===== src/design/flash_ctrl_pkg.sv =====
/*
  Constants, register indices and field positions for the flash
  program/erase control block and its array mode driver.
  Assumes byte registers on a 32-bit AHB-Lite bus, one word each,
  byte address = index * 4.
*/
package flash_ctrl_pkg;

  // register indices; byte address is four times the index
  localparam logic [15:0] IDX_MODE_ONE   = 16'hff80;
  localparam logic [15:0] IDX_MODE_TWO   = 16'hff81;
  localparam logic [15:0] IDX_BLOCK_SEL  = 16'hff83;
  localparam logic [15:0] IDX_PIN_MON    = 16'hff89;
  localparam logic [15:0] IDX_SYS_CTL3   = 16'hff8f;

  // flash_mode_control_one fields
  localparam int MC1_PIN_WE_BIT  = 7;
  localparam int MC1_SW_WE_BIT   = 6;
  localparam int MC1_EVERIFY_BIT = 3;
  localparam int MC1_PVERIFY_BIT = 2;
  localparam int MC1_ERASE_BIT   = 1;
  localparam int MC1_PROG_BIT    = 0;

  // flash_mode_control_two fields
  localparam int MC2_ESETUP_BIT  = 1;
  localparam int MC2_PSETUP_BIT  = 0;

  // system_control_three field
  localparam int SYS3_SELECT_BIT = 3;

  localparam logic [7:0] RST_BYTE       = 8'h00;
  localparam logic [7:0] ERASED_BYTE    = 8'hff;
  localparam int         BLOCK_COUNT    = 7;
  localparam logic [6:0] ALL_BLOCKS     = 7'h7f;
  localparam logic [15:0] ARRAY_LAST    = 16'hedff;

  // block sizes in kbytes, block zero first
  localparam int BLOCK_KB_0 = 1;
  localparam int BLOCK_KB_4 = 28;
  localparam int BLOCK_KB_5 = 16;
  localparam int BLOCK_KB_6 = 12;

  // each register access takes two states: one wait state
  localparam int ACCESS_STATES = 2;

  localparam logic [1:0] HTRANS_NONSEQ = 2'h2;

  typedef enum logic {
    PH_IDLE = 1'b0,
    PH_WAIT = 1'b1
  } bus_phase_t;

endpackage : flash_ctrl_pkg


===== src/design/array_mode_drive.sv =====
/*
  Registered drive of the flash array operating mode and the erase
  block enables. Assumes its inputs are already interlocked by the
  register logic; runs on hclk with asynchronous active-low reset.
*/
`timescale 1ns/1ns
module array_mode_drive (
  input  wire logic       hclk,
  input  wire logic       hresetn,
  input  wire logic       prog_bit,
  input  wire logic       erase_bit,
  input  wire logic       pverify_bit,
  input  wire logic       everify_bit,
  input  wire logic [6:0] block_bits,
  input  wire logic       boot_mode,
  output logic            program_mode,
  output logic            erase_mode,
  output logic            program_verify_mode,
  output logic            erase_verify_mode,
  output logic [6:0]      erase_block_enable,
  output logic            erase_whole_array
);

  typedef struct packed {
    logic       prog;
    logic       erase;
    logic       pverify;
    logic       everify;
    logic [6:0] blocks;
    logic       whole;
  } drive_t;

  drive_t q;
  drive_t d;

  always_comb begin
    d         = q;
    d.prog    = prog_bit;
    d.erase   = erase_bit;
    d.pverify = pverify_bit;
    d.everify = everify_bit;
    // serial boot erases everything, blocks only matter in user mode
    d.whole   = boot_mode;
    d.blocks  = boot_mode ? flash_ctrl_pkg::ALL_BLOCKS : block_bits;
  end

  always_ff @(posedge hclk or negedge hresetn) begin
    if (!hresetn) begin
      q <= '0;
    end else begin
      q <= d;
    end
  end

  // erased cells read as all ones; the array itself handles that
  assign program_mode        = q.prog;
  assign erase_mode          = q.erase;
  assign program_verify_mode = q.pverify;
  assign erase_verify_mode   = q.everify;
  assign erase_block_enable  = q.blocks;
  assign erase_whole_array   = q.whole;

endmodule : array_mode_drive


===== src/design/flash_program_erase_control.sv =====
/*
  Flash program/erase control registers behind an AHB-Lite slave.
  Assumes a single master, single word transfers, hclk at 20 MHz,
  pin inputs synchronous to hclk, asynchronous active-low reset.
*/
// Design decision made here: the AHB-Lite register port.
`timescale 1ns/1ns
// Notes on behaviour
// - flash registers decoded only while select set
// - byte registers, each access takes two states
// - pin enable low ignores all flash writes
// - mode one reads 80 or 00 after reset
// - mode two, block select cleared when protected
// - no-flash build reads zero, ignores writes
// - bit seven mirrors the pin enable level
// - software enable writable only with pin high
// - verify bits need pin and software enable
// - erase bit also needs erase setup
// - program bit also needs program setup
// - bits five and four read zero
// - seven erase blocks of given sizes
// - boot mode erases the whole array
// - one block select bit per erase block
// - setup bits need both enables, cleared protected
// - clearing select keeps register contents
// - monitor shows two mode pin levels
module flash_program_erase_control #(
  parameter bit FLASH_FITTED = 1'b1
) (
  input  wire logic        hclk,
  input  wire logic        hresetn,
  input  wire logic        hsel,
  input  wire logic [31:0] haddr,
  input  wire logic [1:0]  htrans,
  input  wire logic        hwrite,
  input  wire logic [2:0]  hsize,
  input  wire logic [31:0] hwdata,
  input  wire logic        hready,
  output logic      [31:0] hrdata,
  output logic             hreadyout,
  output logic             hresp,
  input  wire logic        pin_write_enable,
  input  wire logic        mode_pin_one,
  input  wire logic        mode_pin_two,
  input  wire logic        standby,
  output logic             program_mode,
  output logic             erase_mode,
  output logic             program_verify_mode,
  output logic             erase_verify_mode,
  output logic [6:0]       erase_block_enable,
  output logic             erase_whole_array
);

  typedef struct packed {
    flash_ctrl_pkg::bus_phase_t phase;
    logic        wr;
    logic        addr_ok;
    logic [15:0] idx;
    logic        ready;
    logic [31:0] rdata;
    logic        pin;
    logic [1:0]  mon;
    logic        sel;
    logic        software_write_enable;
    logic        ev;
    logic        pv;
    logic        er;
    logic        pg;
    logic        erase_setup_bit;
    logic        program_setup_bit;
    logic [6:0]  erase_block_select;
  } state_t;

  state_t q;
  state_t d;

  logic [7:0] wbyte;
  logic [7:0] rbyte;
  logic       flash_sel;

  assign wbyte     = hwdata[7:0];
  assign flash_sel = q.sel && FLASH_FITTED;

  always_comb begin
    d     = q;
    rbyte = flash_ctrl_pkg::RST_BYTE;
    d.pin = pin_write_enable;
    d.mon = {mode_pin_two, mode_pin_one};
    unique case (q.phase)
      flash_ctrl_pkg::PH_IDLE: begin
        d.ready = 1'b1;
        if (hsel && hready && htrans == flash_ctrl_pkg::HTRANS_NONSEQ) begin
          // one wait state gives the two-state access
          d.phase   = flash_ctrl_pkg::PH_WAIT;
          d.ready   = 1'b0;
          d.wr      = hwrite;
          d.idx     = haddr[17:2];
          d.addr_ok = (haddr[31:18] == 14'h0000) && (haddr[1:0] == 2'h0);
        end
      end
      flash_ctrl_pkg::PH_WAIT: begin
        d.phase = flash_ctrl_pkg::PH_IDLE;
        d.ready = 1'b1;
        if (q.addr_ok && q.wr && FLASH_FITTED) begin
          unique case (q.idx)
            flash_ctrl_pkg::IDX_MODE_ONE: begin
              if (flash_sel && pin_write_enable) begin
                d.software_write_enable = wbyte[flash_ctrl_pkg::MC1_SW_WE_BIT];
                if (q.software_write_enable) begin
                  d.ev = wbyte[flash_ctrl_pkg::MC1_EVERIFY_BIT];
                  d.pv = wbyte[flash_ctrl_pkg::MC1_PVERIFY_BIT];
                end
                if (q.software_write_enable && q.erase_setup_bit) begin
                  d.er = wbyte[flash_ctrl_pkg::MC1_ERASE_BIT];
                end
                if (q.software_write_enable && q.program_setup_bit) begin
                  d.pg = wbyte[flash_ctrl_pkg::MC1_PROG_BIT];
                end
              end
            end
            flash_ctrl_pkg::IDX_MODE_TWO: begin
              if (flash_sel && pin_write_enable && q.software_write_enable) begin
                d.erase_setup_bit = wbyte[flash_ctrl_pkg::MC2_ESETUP_BIT];
                d.program_setup_bit = wbyte[flash_ctrl_pkg::MC2_PSETUP_BIT];
              end
            end
            flash_ctrl_pkg::IDX_BLOCK_SEL: begin
              if (flash_sel && pin_write_enable && q.software_write_enable) begin
                d.erase_block_select = wbyte[6:0];
              end
            end
            flash_ctrl_pkg::IDX_SYS_CTL3: begin
              d.sel = wbyte[flash_ctrl_pkg::SYS3_SELECT_BIT];
            end
            default: begin
            end
          endcase
        end else if (q.addr_ok && !q.wr && FLASH_FITTED) begin
          unique case (q.idx)
            flash_ctrl_pkg::IDX_MODE_ONE: begin
              if (flash_sel) begin
                rbyte[flash_ctrl_pkg::MC1_PIN_WE_BIT]  = q.pin;
                rbyte[flash_ctrl_pkg::MC1_SW_WE_BIT]   = q.software_write_enable;
                rbyte[flash_ctrl_pkg::MC1_EVERIFY_BIT] = q.ev;
                rbyte[flash_ctrl_pkg::MC1_PVERIFY_BIT] = q.pv;
                rbyte[flash_ctrl_pkg::MC1_ERASE_BIT]   = q.er;
                rbyte[flash_ctrl_pkg::MC1_PROG_BIT]    = q.pg;
                // bits five and four stay zero
              end
            end
            flash_ctrl_pkg::IDX_MODE_TWO: begin
              if (flash_sel) begin
                rbyte[flash_ctrl_pkg::MC2_ESETUP_BIT] = q.erase_setup_bit;
                rbyte[flash_ctrl_pkg::MC2_PSETUP_BIT] = q.program_setup_bit;
              end
            end
            flash_ctrl_pkg::IDX_BLOCK_SEL: begin
              if (flash_sel) begin
                rbyte = {1'b0, q.erase_block_select};
              end
            end
            flash_ctrl_pkg::IDX_PIN_MON: begin
              rbyte = {6'h00, q.mon};
            end
            flash_ctrl_pkg::IDX_SYS_CTL3: begin
              rbyte[flash_ctrl_pkg::SYS3_SELECT_BIT] = q.sel;
            end
            default: begin
            end
          endcase
        end
        // unfitted build answers zero everywhere, monitor included
        d.rdata = {24'h000000, rbyte};
      end
      default: begin
        d.phase = flash_ctrl_pkg::PH_IDLE;
      end
    endcase

    // protection forcing wins over any write in the same cycle
    if (standby) begin
      d.software_write_enable = 1'b0;
      d.ev  = 1'b0;
      d.pv  = 1'b0;
      d.er  = 1'b0;
      d.pg  = 1'b0;
      d.erase_setup_bit = 1'b0;
      d.program_setup_bit = 1'b0;
      d.erase_block_select = 7'h00;
    end
    if (!pin_write_enable) begin
      d.software_write_enable = 1'b0;
      d.ev  = 1'b0;
      d.pv  = 1'b0;
      d.er  = 1'b0;
      d.pg  = 1'b0;
    end
    if (!pin_write_enable || !d.software_write_enable) begin
      d.erase_setup_bit = 1'b0;
      d.program_setup_bit = 1'b0;
      d.erase_block_select = 7'h00;
    end
  end

  always_ff @(posedge hclk or negedge hresetn) begin
    if (!hresetn) begin
      q       <= '0;
      q.ready <= 1'b1;
    end else begin
      q <= d;
    end
  end

  assign hrdata    = q.rdata;
  assign hreadyout = q.ready;
  assign hresp     = 1'b0;

  // serial boot is selected by both mode pins low
  array_mode_drive u_drive (
    .hclk                (hclk),
    .hresetn             (hresetn),
    .prog_bit            (q.pg),
    .erase_bit           (q.er),
    .pverify_bit         (q.pv),
    .everify_bit         (q.ev),
    .block_bits          (q.erase_block_select),
    .boot_mode           (q.mon == 2'h0),
    .program_mode        (program_mode),
    .erase_mode          (erase_mode),
    .program_verify_mode (program_verify_mode),
    .erase_verify_mode   (erase_verify_mode),
    .erase_block_enable  (erase_block_enable),
    .erase_whole_array   (erase_whole_array)
  );

endmodule : flash_program_erase_control


===== config.mk =====
export PLATFORM = sky130hd
export DESIGN_NAME = flash_program_erase_control
export DESIGN_NICKNAME = d
export VERILOG_FILES = /design/src/design/flash_ctrl_pkg.sv /design/src/design/array_mode_drive.sv /design/src/design/flash_program_erase_control.sv
export SDC_FILE = /design/constraint.sdc
export NUM_CORES = 1
export LEC_CHECK = 0
export BUFFER_PORTS_ARGS = -buffer_cell sky130_fd_sc_hd__clkbuf_2
export CORE_ASPECT_RATIO = 0.6
export CORE_UTILIZATION = 47
export CTS_BUF_LIST = sky130_fd_sc_hd__clkbuf_16
export CTS_CLUSTER_DIAMETER = 150
export CTS_CLUSTER_SIZE = 12
export DETAILED_ROUTE_END_ITERATION = 12
export PLACE_DENSITY = 0.8
export SLEW_MARGIN = 20
export SYNTH_ARGS = -nofsm -noshare
export SYNTH_HDL_FRONTEND = slang
export SYNTH_SLANG_ARGS = --single-unit

===== constraint.sdc =====
create_clock -name hclk -period 2.7 [get_ports hclk]
set_input_delay 0.405 -clock hclk [delete_from_list [all_inputs] [get_ports hclk]]
set_output_delay 0.405 -clock hclk [all_outputs]
set_load 0.02 [all_outputs]

==> results of run 1 <==
## through the flow
step	util	power (W)	area [um^2]	cells	setup WS [ps]
2_1_floorplan	-	0.00118	2810	254	548
3_3_place_gp	0.542	0.00124	3020	368	410
3_5_place_dp	0.542	0.00125	3020	368	333
4_1_cts	0.611	0.00270	3400	384	315
5_1_grt	0.611	0.00278	3400	384	233
6_report	0.611	0.00268	3400	384	287
## worst min path at each step
| stage | slack, ps | depth (start not counted) | startpoint | to |
|---|---|---|---|---|
| floorplan | 110 | 0 | hresetn | flash_sel |
| global placement | 400 | 0 | q[12] | u_drive.erase_verify_mode |
| detailed placement | 400 | 0 | q[9] | u_drive.program_mode |
| CTS | 150 | 1 | hresetn | q[56] |
| global route | 180 | 1 | hresetn | q[56] |
| finish | 130 | 1 | hresetn | q[56] |
## power groups by stage
| stage | Sequential [W] | Clock (W) | Combinational, W |
|---|---|---|---|
| final | 0.000991 | 0.00145 | 0.000245 |
| after global routing | 0.00100 | 0.00150 | 0.000273 |
| after CTS | 0.000992 | 0.00146 | 0.000247 |
| after detailed placement | 0.00100 | 0 | 0.000245 |
| after global placement | 0.000999 | 0 | 0.000238 |
| after floorplan | 0.000989 | 0 | 0.000187 |
## metal layers
layer  vias to the layer above  share of wire  global-route usage
met1                       950           0.47               0.276
met2                        67           0.44               0.312
li1                        895              -                   -
met3                        10          0.079              0.0691
met5                         -              0                   0
met4                         0          0.012              0.0828
## final cells by class
type,count,area share
inverters,7,0.00772
clock buffers,9,0.0662
multi-input cells,149,0.308
well taps,80,0.0294
flip-flops and latches,58,0.427
repair buffers,74,0.115
clock inverters,7,0.0463
## layout by cell type (no fill, tap or decap), types with 5 or more instances in the layout
cell	instances
mux2_2	14
inv_1	8
a22o_1	7
nand2_1	13
nor2_1	9
conb_1	25
bufinv_16	5
or2_2	7
mux2_1	5
clkbuf_2	70
dfrtp_1	57
nor4_1	6
mux2i_1	7
clkbuf_16	9
o2bb2ai_1	5
nand3_1	7
## kinds of logic (layout without fill, tap and decap cells)
kind of cell             count (synthesis)  count (layout)
AO/OA/AOI/OAI                           29              29
adder cells (fa/ha/maj)                  1               1
buffers and inverters                   47              97
flip-flops                              58              58
multiplexers                            28              28
other                                    1              25
AND/OR/NAND/NOR                         66              66
## critical path, stage by stage, from the launching register on
cell,delay (ps)
dfrtp_1,390
or4b_4,610
o41a_1,430
a211oi_1,470
and2b_2,300
a22o_1,140
==> qor.yml, run 1 <==
floorplanning:
  start_util: 0.489
  fp.dieH_um: 61.0
  rows: 21
  die_w_um: 100
  core_area_um2: 5570
  die-area_um2: 6110
  pin_count: 124
timing:
  setup-violations-final: 0
  fmax_mhz: 414
  skew_ps: 5.08
  rsz0062_at_grt: "no"
  holdWs_ps: 133
  slew_viol_final: 0
  worst_slew_pin_slew_ps: 740
  min_period_ps: 2410
  finalHoldViolCount: 0
  fin_crit_sh: 0.894
  max_slew_margin: 0.507
  fin_setup_tns_ps: 0
power:
  powerDensity_nw_per_um2: 788
  p_leak_nw: 1.71
  peakVddDrop_mv: 0.498
  power_frac_seq: 0.369
  sw_frac_of_total: 0.209
  switching_power_w: 0.000560
  p_int_w: 0.00212
  pwr-share-clk: 0.539
  combinationalPowerShare: 0.091
clocking:
  insertion_delay_ps: 320
  htreeDepth: 3
  cts_setup_buffers: 0
  cts_resized: 0
  clk_pin_slew_ps: 50
  cts-root-buf: "clkbuf_16"
  cts.sink_count: 58
  numCtsBuffers: 9
  clock_path_buffers: 2
  cts_tree: "done"
  cts_hold_buf: 0
worst_setup_path:
  crit_fanout: 5
  endpoint: "q[3]"
  endpoint_kind: "flip-flop"
  worst_r2r_endpoint: "q[3]"
  path_class: "flip-flop to flip-flop"
  cp.required_ps: 2960
  start_kind: "flip-flop"
  reg2reg_slack_ps: 290
  cp_data_arrival_time_ps: 2680
  reg2reg_depth: 5
  worstSetupStartpoint: "q[56]"
  r2r-start: "q[56]"
global_routing:
  grt_use_total: 0.205
  grt_pass1_wl_um: 8940
  grt_pass1_vias: 1823
  grt_max_degree: 32
  antenna_found_initial: 0
  overflow: 0
final_layout:
  fill_cells: 459
  final-seq-area_um2: 1450
  area_growth_syn_to_layout_pct: 25.0
  multi_input_area_um2: 1050
  largest_reg_flops: 36
  antenna_cells: 0
  drive_above_1_share: 0.391
  nets: 377
  regMostFlops: "q"
yosys:
  synth.mux.area_fraction: 0.115
  synth_cells: 230
  synth-main-ff-cell: "dfrtp_1"
  syn_area_um2: 2720
  synthAdderAreaFrac: 0.00368
  synth_area_leaders: "dfrtp_1 52%, buf_4 9.1%, mux2_2 5.8%"
  synth_simple_gate_area_share: 0.150
  yosysMostFrequentCell: "dfrtp_1"
  yosys_warnings: 0
  synthXorXnorAreaFrac: 0
  synth_compound_area_frac: 0.0813
  async_flop_share: 1.00
  ys_seq_area_frac: 0.534
  synth_top_family_by_area: "simple AND/OR/NAND/NOR gates"
  ys_types: 41
  synth_enable_flop_cells: 0
  yosysTopAreaCell: "dfrtp_1"
  synth_top_cell_area_share: 0.524
  synthTopCellsByCount: "57 x dfrtp_1, 33 x buf_4, 14 x mux2_2, 13 x nand2_1, 9 x nor2_1"
  synth_seq_cells: 58
  synth.avg_cell_area_um2: 11.8
detailed_routing:
  drt_iter0_drc: 79
  wirelength_um: 5580
  ant_nets: 0
  viasPerCell: 5.01
  drc: 0
  detailroute.via_count: 1922
  first_pass_iters: 4
  post_drt_wl_per_cell_um: 14.5
placement:
  place_hpwl_um: 4220
  place.gp.congestion: 0.855
  io_buffers: 70
worst_hold_path:
  hold_class: "input port to asynchronous set/reset pin"
run:
  drv_cap: 0
outcome:
  status: "completed"
(Power assumes the default switching activity.)
==> run 2: changes to the inputs <==
--- a/config.mk
+++ b/config.mk
@@ -7,12 +7,12 @@
 export LEC_CHECK = 0
 export BUFFER_PORTS_ARGS = -buffer_cell sky130_fd_sc_hd__clkbuf_2
 export CORE_ASPECT_RATIO = 0.6
-export CORE_UTILIZATION = 47
+export CORE_UTILIZATION = 50
 export CTS_BUF_LIST = sky130_fd_sc_hd__clkbuf_16
 export CTS_CLUSTER_DIAMETER = 150
 export CTS_CLUSTER_SIZE = 12
 export DETAILED_ROUTE_END_ITERATION = 12
-export PLACE_DENSITY = 0.8
+export PLACE_DENSITY = 0.84
 export SLEW_MARGIN = 20
 export SYNTH_ARGS = -nofsm -noshare
 export SYNTH_HDL_FRONTEND = slang
==> constraint.sdc (replaced) <==
create_clock -name hclk -period 3 [get_ports hclk]
set_input_delay 0.45 -clock hclk [delete_from_list [all_inputs] [get_ports hclk]]
set_output_delay 0.45 -clock hclk [all_outputs]
set_load 0.02 [all_outputs]
==> run 2 against run 1 <==
Net effect: critical path depth stayed put; first-iteration DRC count shrank 7.6%; final cell count decreased by 4.4%; critical endpoint is now q[1]; largest cell class unchanged.
==> qor.yml, run 2 (synthesized netlist as in run 1, its figures left out) <==
floorplanning:
  die_w_um: 97.3  # -3.0%
  rows: 20  # -4.8%
  pin_count: 124  # unchanged
  core_area_um2: 5150  # -7.5%
  fp.dieH_um: 59.2  # -2.9%
  start_util: 0.528  # +0.0394
  die-area_um2: 5750  # -5.8%
worst_setup_path:
  start_kind: "flip-flop"
  crit_buf_inv: 0  # unchanged
  crit_fanout: 12  # +7
  worst_r2r_endpoint: "q[1]"
  endpoint_kind: "flip-flop"
  crit_chain: "or4_4 > nor4_4 > a21o_1 > and3_1 > mux2_4"
  cp_data_arrival_time_ps: 2660  # -20 ps
  crit_family: "simple AND/OR/NAND/NOR gates"
  reg2reg_slack_ps: 540  # +250 ps
  max_stage_delay_ps: 620  # about the same
  crit_slowest_cell: "or4_4"
  reg2reg_depth: 5  # unchanged
  cp.required_ps: 3200  # +240 ps
  r2r-start: "q[52]"
  path_class: "flip-flop to flip-flop"
clocking:
  numCtsBuffers: 9  # unchanged
  cts-root-buf: "clkbuf_16"
  cts_hold_buf: 0  # unchanged
  cts_setup_buffers: 0  # unchanged
  clk_pin_slew_ps: 50  # about the same
  clock_path_buffers: 2  # unchanged
  cts_resized: 0  # unchanged
  insertion_delay_ps: 320  # about the same
  cts_tree: "done"
  cts.sink_count: 58  # unchanged
  htreeDepth: 3  # unchanged
final_layout:
  fin_util: 0.641  # +0.0296
  final-seq-area_um2: 1450  # unchanged
  fill_cells: 431  # -6.1%
  final_cell_mix: "70 x clkbuf_2, 57 x dfrtp_1, 25 x conb_1"
  multi_input_area_um2: 1050  # unchanged
  nets: 374  # -0.80%
  largest_reg_flops: 36  # unchanged
  area_growth_syn_to_layout_pct: 21.3
  regMostFlops: "q"
  antenna_cells: 0  # unchanged
  mostFrequentLayoutCell: "clkbuf_2"
  drive_above_1_share: 0.389  # -0.00274
global_routing:
  grt_pass1_vias: 1905  # +4.5%
  grt_pass1_wl_um: 9070  # +1.5%
  overflow: 0  # unchanged
  antenna_found_initial: 0  # unchanged
  grt_max_degree: 41  # +28%
  grt_use_total: 0.217  # +0.0112
detailed_routing:
  viasPerCell: 5.16  # +3.1%
  wirelength_um: 5590  # +0.14%
  drt_iter0_drc: 73  # -7.6%
  drc: 0  # unchanged
  first_pass_iters: 4  # unchanged
  post_drt_wl_per_cell_um: 15.2  # +4.8%
  detailroute.via_count: 1894  # -1.5%
  ant_nets: 0  # unchanged
timing:
  worst_slew_pin_slew_ps: 500  # -239 ps
  fmax_mhz: 406  # -1.9%
  finalHoldViolCount: 0  # unchanged
  rsz0062_at_grt: "no"
  slew_viol_final: 0  # unchanged
  skew_ps: 5.52  # +0.440 ps
  fin_setup_tns_ps: 0  # unchanged
  max_slew_margin: 0.666  # +0.159
  min_period_ps: 2460  # +47.1 ps
  fin_crit_sh: 0.820  # -0.0737
  setup-violations-final: 0  # unchanged
placement:
  place_hpwl_um: 4020  # -4.6%
  io_buffers: 70  # unchanged
  place.gp.congestion: 0.862  # +0.82%
power:
  p_leak_nw: 1.67  # -2.5%
  peakVddDrop_mv: 0.381  # -24%
  powerDensity_nw_per_um2: 680  # -14%
worst_hold_path:
  hold_class: "input port to asynchronous set/reset pin"
outcome:
  status: "completed"
run:
  drv_cap: 0  # unchanged
==> run 2: changes by cell type in the layout (fill, tap and decap cells not counted) <==
cell       previous run  this run
buf_12                1         0
buf_4                 3         1
bufinv_16             5         3
clkinv_2              0         3
inv_1                 8         7
==> run 2: worst max path at each step <==
| stage | depth (start not counted) | slack [ps] | start | end |
|---|---|---|---|---|
| final | 5 | 540 | q[52] | q[1] |
| after global routing | 5 | 420 | q[52] | q[1] |
| after CTS | 5 | 540 | q[52] | q[1] |
| after detailed placement | 5 | 560 | q[52] | q[1] |
| after global placement | 5 | 640 | q[52] | q[1] |
| after floorplan | 6 | 850 | q[56] | q[0] |
==> run 2: area by class of cell <==
type	count	area share
Clock buffer	9	0.0682
Clock inverter	7	0.0330
Timing Repair Buffer	71	0.108
Sequential cell	58	0.440
Multi-Input combinational cell	149	0.318
Tap cell	66	0.0250
Inverter	7	0.00796
==> run 2: per-stage QoR <==
step           cell area [um^2]  cells  hold slack [ps]  total power [W]  setup slack (ps)
6_report                   3300    367             70.9          0.00224               539
2_1_floorplan              2810    254              154          0.00106               848
3_3_place_gp               2970    351              401          0.00111               640
3_5_place_dp               2970    351              396          0.00112               565
5_1_grt                    3300    367             98.8          0.00233               420
4_1_cts                    3300    367             78.2          0.00226               538
==> run 2: where the power goes <==
group / total [W] / internal [W] / switching, W
registers: 0.000899 / 0.000843 / 0.0000559
clock network: 0.00114 / 0.000801 / 0.000335
logic: 0.000209 / 0.0000893 / 0.000120
total: 0.00224 / 0.00173 / 0.000510
==> run 2: layer usage <==
metal,share of wire,track usage
met2,0.46,0.333
met3,0.078,0.0979
met1,0.45,0.278
met4,0.014,0.0714
met5,0,0
==> run 3: changes to the inputs <==
--- a/config.mk
+++ b/config.mk
@@ -7,12 +7,12 @@
 export LEC_CHECK = 0
 export BUFFER_PORTS_ARGS = -buffer_cell sky130_fd_sc_hd__clkbuf_2
 export CORE_ASPECT_RATIO = 0.6
-export CORE_UTILIZATION = 50
+export CORE_UTILIZATION = 47
 export CTS_BUF_LIST = sky130_fd_sc_hd__clkbuf_16
 export CTS_CLUSTER_DIAMETER = 150
 export CTS_CLUSTER_SIZE = 12
 export DETAILED_ROUTE_END_ITERATION = 12
-export PLACE_DENSITY = 0.84
+export PLACE_DENSITY = 0.8
 export SLEW_MARGIN = 20
 export SYNTH_ARGS = -nofsm -noshare
 export SYNTH_HDL_FRONTEND = slang
==> constraint.sdc (replaced) <==
create_clock -name hclk -period 2.4 [get_ports hclk]
set_input_delay 0.36 -clock hclk [delete_from_list [all_inputs] [get_ports hclk]]
set_output_delay 0.36 -clock hclk [all_outputs]
set_load 0.02 [all_outputs]
==> run 3 against run 2 <==
Net effect: hold slack worse by 17 ps; utilization is 3.9 points lower; final area increased by 1.5%; critical path type unchanged; largest cell class unchanged.
==> qor.yml, run 3 (synthesized netlist as in run 1, its figures left out) <==
worst_setup_path:
  crit_buf_inv: 0  # unchanged
  path_class: "flip-flop to flip-flop"
  endpoint_kind: "flip-flop"
  cp_data_arrival_time_ps: 2510  # -150 ps
  crit_family: "simple AND/OR/NAND/NOR gates"
  max_stage_delay_ps: 600  # -20 ps
  crit_chain: "or4_4 > nor4_4 > a21o_1 > and3_2 > mux2_4"
  cp.required_ps: 2610  # -590 ps
  start_kind: "flip-flop"
  crit_fanout: 6  # -6
  crit_slowest_cell: "or4_4"
floorplanning:
  rows: 21  # +5.0%
  die_w_um: 100  # +3.1%
  core_area_um2: 5570  # +8.1%
  start_util: 0.489  # -0.0394
  die-area_um2: 6110  # +6.2%
  fp.dieH_um: 61.0  # +3.0%
  pin_count: 124  # unchanged
final_layout:
  regMostFlops: "q"
  final_cell_mix: "70 x clkbuf_2, 57 x dfrtp_1, 25 x conb_1"
  mostFrequentLayoutCell: "clkbuf_2"
  largest_reg_flops: 36  # unchanged
  drive_above_1_share: 0.412  # +0.0236
  antenna_cells: 0  # unchanged
  area_growth_syn_to_layout_pct: 23.1
  nets: 381  # +1.9%
timing:
  worst_slew_pin_slew_ps: 663  # +162 ps
  skew_ps: 6.68  # +1.16 ps
  finalHoldViolCount: 0  # unchanged
  max_slew_margin: 0.558  # -0.108
  finalWorstSetupSlack_ps: 106  # -433 ps
  fin_setup_tns_ps: 0  # unchanged
  min_period_ps: 2290  # -167 ps
  rsz0062_at_grt: "no"
  setup-violations-final: 0  # unchanged
  slew_viol_final: 0  # unchanged
  fin_crit_sh: 0.956  # +0.135
  fmax_mhz: 436  # +7.3%
detailed_routing:
  viasPerCell: 4.97  # -3.8%
  wirelength_um: 5460  # -2.3%
  first_pass_iters: 4  # unchanged
  post_drt_wl_per_cell_um: 14.1  # -7.6%
  drc: 0  # unchanged
  ant_nets: 0  # unchanged
  drt_iter0_drc: 87  # +19%
  detailroute.via_count: 1927  # +1.7%
placement:
  place_ws_ps: 88.3  # -476 ps
  place.gp.congestion: 0.866  # +0.49%
  place_hpwl_um: 4040  # +0.35%
  io_buffers: 70  # unchanged
clocking:
  cts_tree: "done"
  clk_pin_slew_ps: 50  # about the same
  clock_path_buffers: 2  # unchanged
  cts_hold_buf: 0  # unchanged
  insertion_delay_ps: 330  # about the same
  htreeDepth: 3  # unchanged
  cts-root-buf: "clkbuf_16"
  numCtsBuffers: 9  # unchanged
  cts.sink_count: 58  # unchanged
worst_hold_path:
  hold_class: "input port to asynchronous set/reset pin"
global_routing:
  antenna_found_initial: 0  # unchanged
  grt_use_total: 0.199  # -0.0175
  grt_pass1_wl_um: 8670  # -4.4%
  overflow: 0  # unchanged
  grt_pass1_vias: 1762  # -7.5%
  grt_max_degree: 33  # -20%
run:
  drv_cap: 0  # unchanged
power:
  power_frac_seq: 0.415  # +0.014
  sw_frac_of_total: 0.251  # +0.0238
  pwr-share-clk: 0.472  # -0.034
  powerDensity_nw_per_um2: 789  # +16%
  p_leak_nw: 1.69  # +0.93%
  combinationalPowerShare: 0.113  # +0.020
  switching_power_w: 0.000664  # +30%
  peakVddDrop_mv: 0.555  # +46%
  p_int_w: 0.00198  # +14%
outcome:
  status: "completed"
-- run 3: what timing repair did --
item                                    CTS  global route
endpoints found under the setup margin    0             9
buffers inserted                          0             2
resized for setup                         0             2
-- run 3: layout make-up --
| cell class | count | area, um^2 |
|---|---|---|
| Timing Repair Buffer | 78 | 423 |
| Clock buffer | 9 | 225 |
| Tap cell | 80 | 100 |
| Inverter | 7 | 26.3 |
| Clock inverter | 7 | 70.1 |
| Sequential cell | 58 | 1450 |
| Multi-Input combinational cell | 149 | 1050 |
| Fill cell | 480 | 2220 |
-- run 3: path summary, 6_finish.rpt --
| kind | slack, ps | endpoint | start | cells after the start |
|---|---|---|---|---|
| worst max register to register | 110 | q[1] | q[52] | 5 |
| worst max-delay path | 110 | q[1] | q[52] | 5 |
| min in group hclk | 130 | q[15] | mode_pin_one | 1 |
| worst min-delay path | 50 | q[64] | hresetn | 1 |
| max in group asynchronous | 1680 | hreadyout | hresetn | 2 |
| worst min register to register | 410 | u_drive.program_mode | q[9] | 0 |
-- run 3: per-stage QoR --
stage	hold WS, ps	instance area (um^2)	power (W)	instances	utilization
2_1_floorplan	64.4	2810	0.00132	254	-
3_3_place_gp	401	3040	0.00140	370	0.545
3_5_place_dp	399	3040	0.00141	370	0.545
4_1_cts	69.4	3330	0.00266	386	0.598
5_1_grt	107	3350	0.00274	388	0.602
6_report	53.8	3350	0.00264	388	0.602
-- run 3: worst register-to-register path: cells and delay by family, from the launching register on --
kind,cells,cell delay [ps]
AND/OR/NAND/NOR,3,1270
multiplexers,1,310
flip-flops,1,380
AO/OA/AOI/OAI,1,220
-- run 3: metal layers --
metal	GRT usage	share of wire	wire length, um	vias up
met5	0	0	0	-
met4	0.0559	0.011	60	0
met3	0.0910	0.075	409	7
met2	0.266	0.41	2240	63
met1	0.288	0.50	2740	946
li1	-	-	-	911
-- run 3: power by group through the flow --
stage	combinational, W	sequential [W]	clock, W
floorplan	0.000210	0.00111	0
global placement	0.000292	0.00111	0
detailed placement	0.000298	0.00111	0
CTS	0.000300	0.00110	0.00126
global route	0.000334	0.00111	0.00130
finish	0.000299	0.00110	0.00125
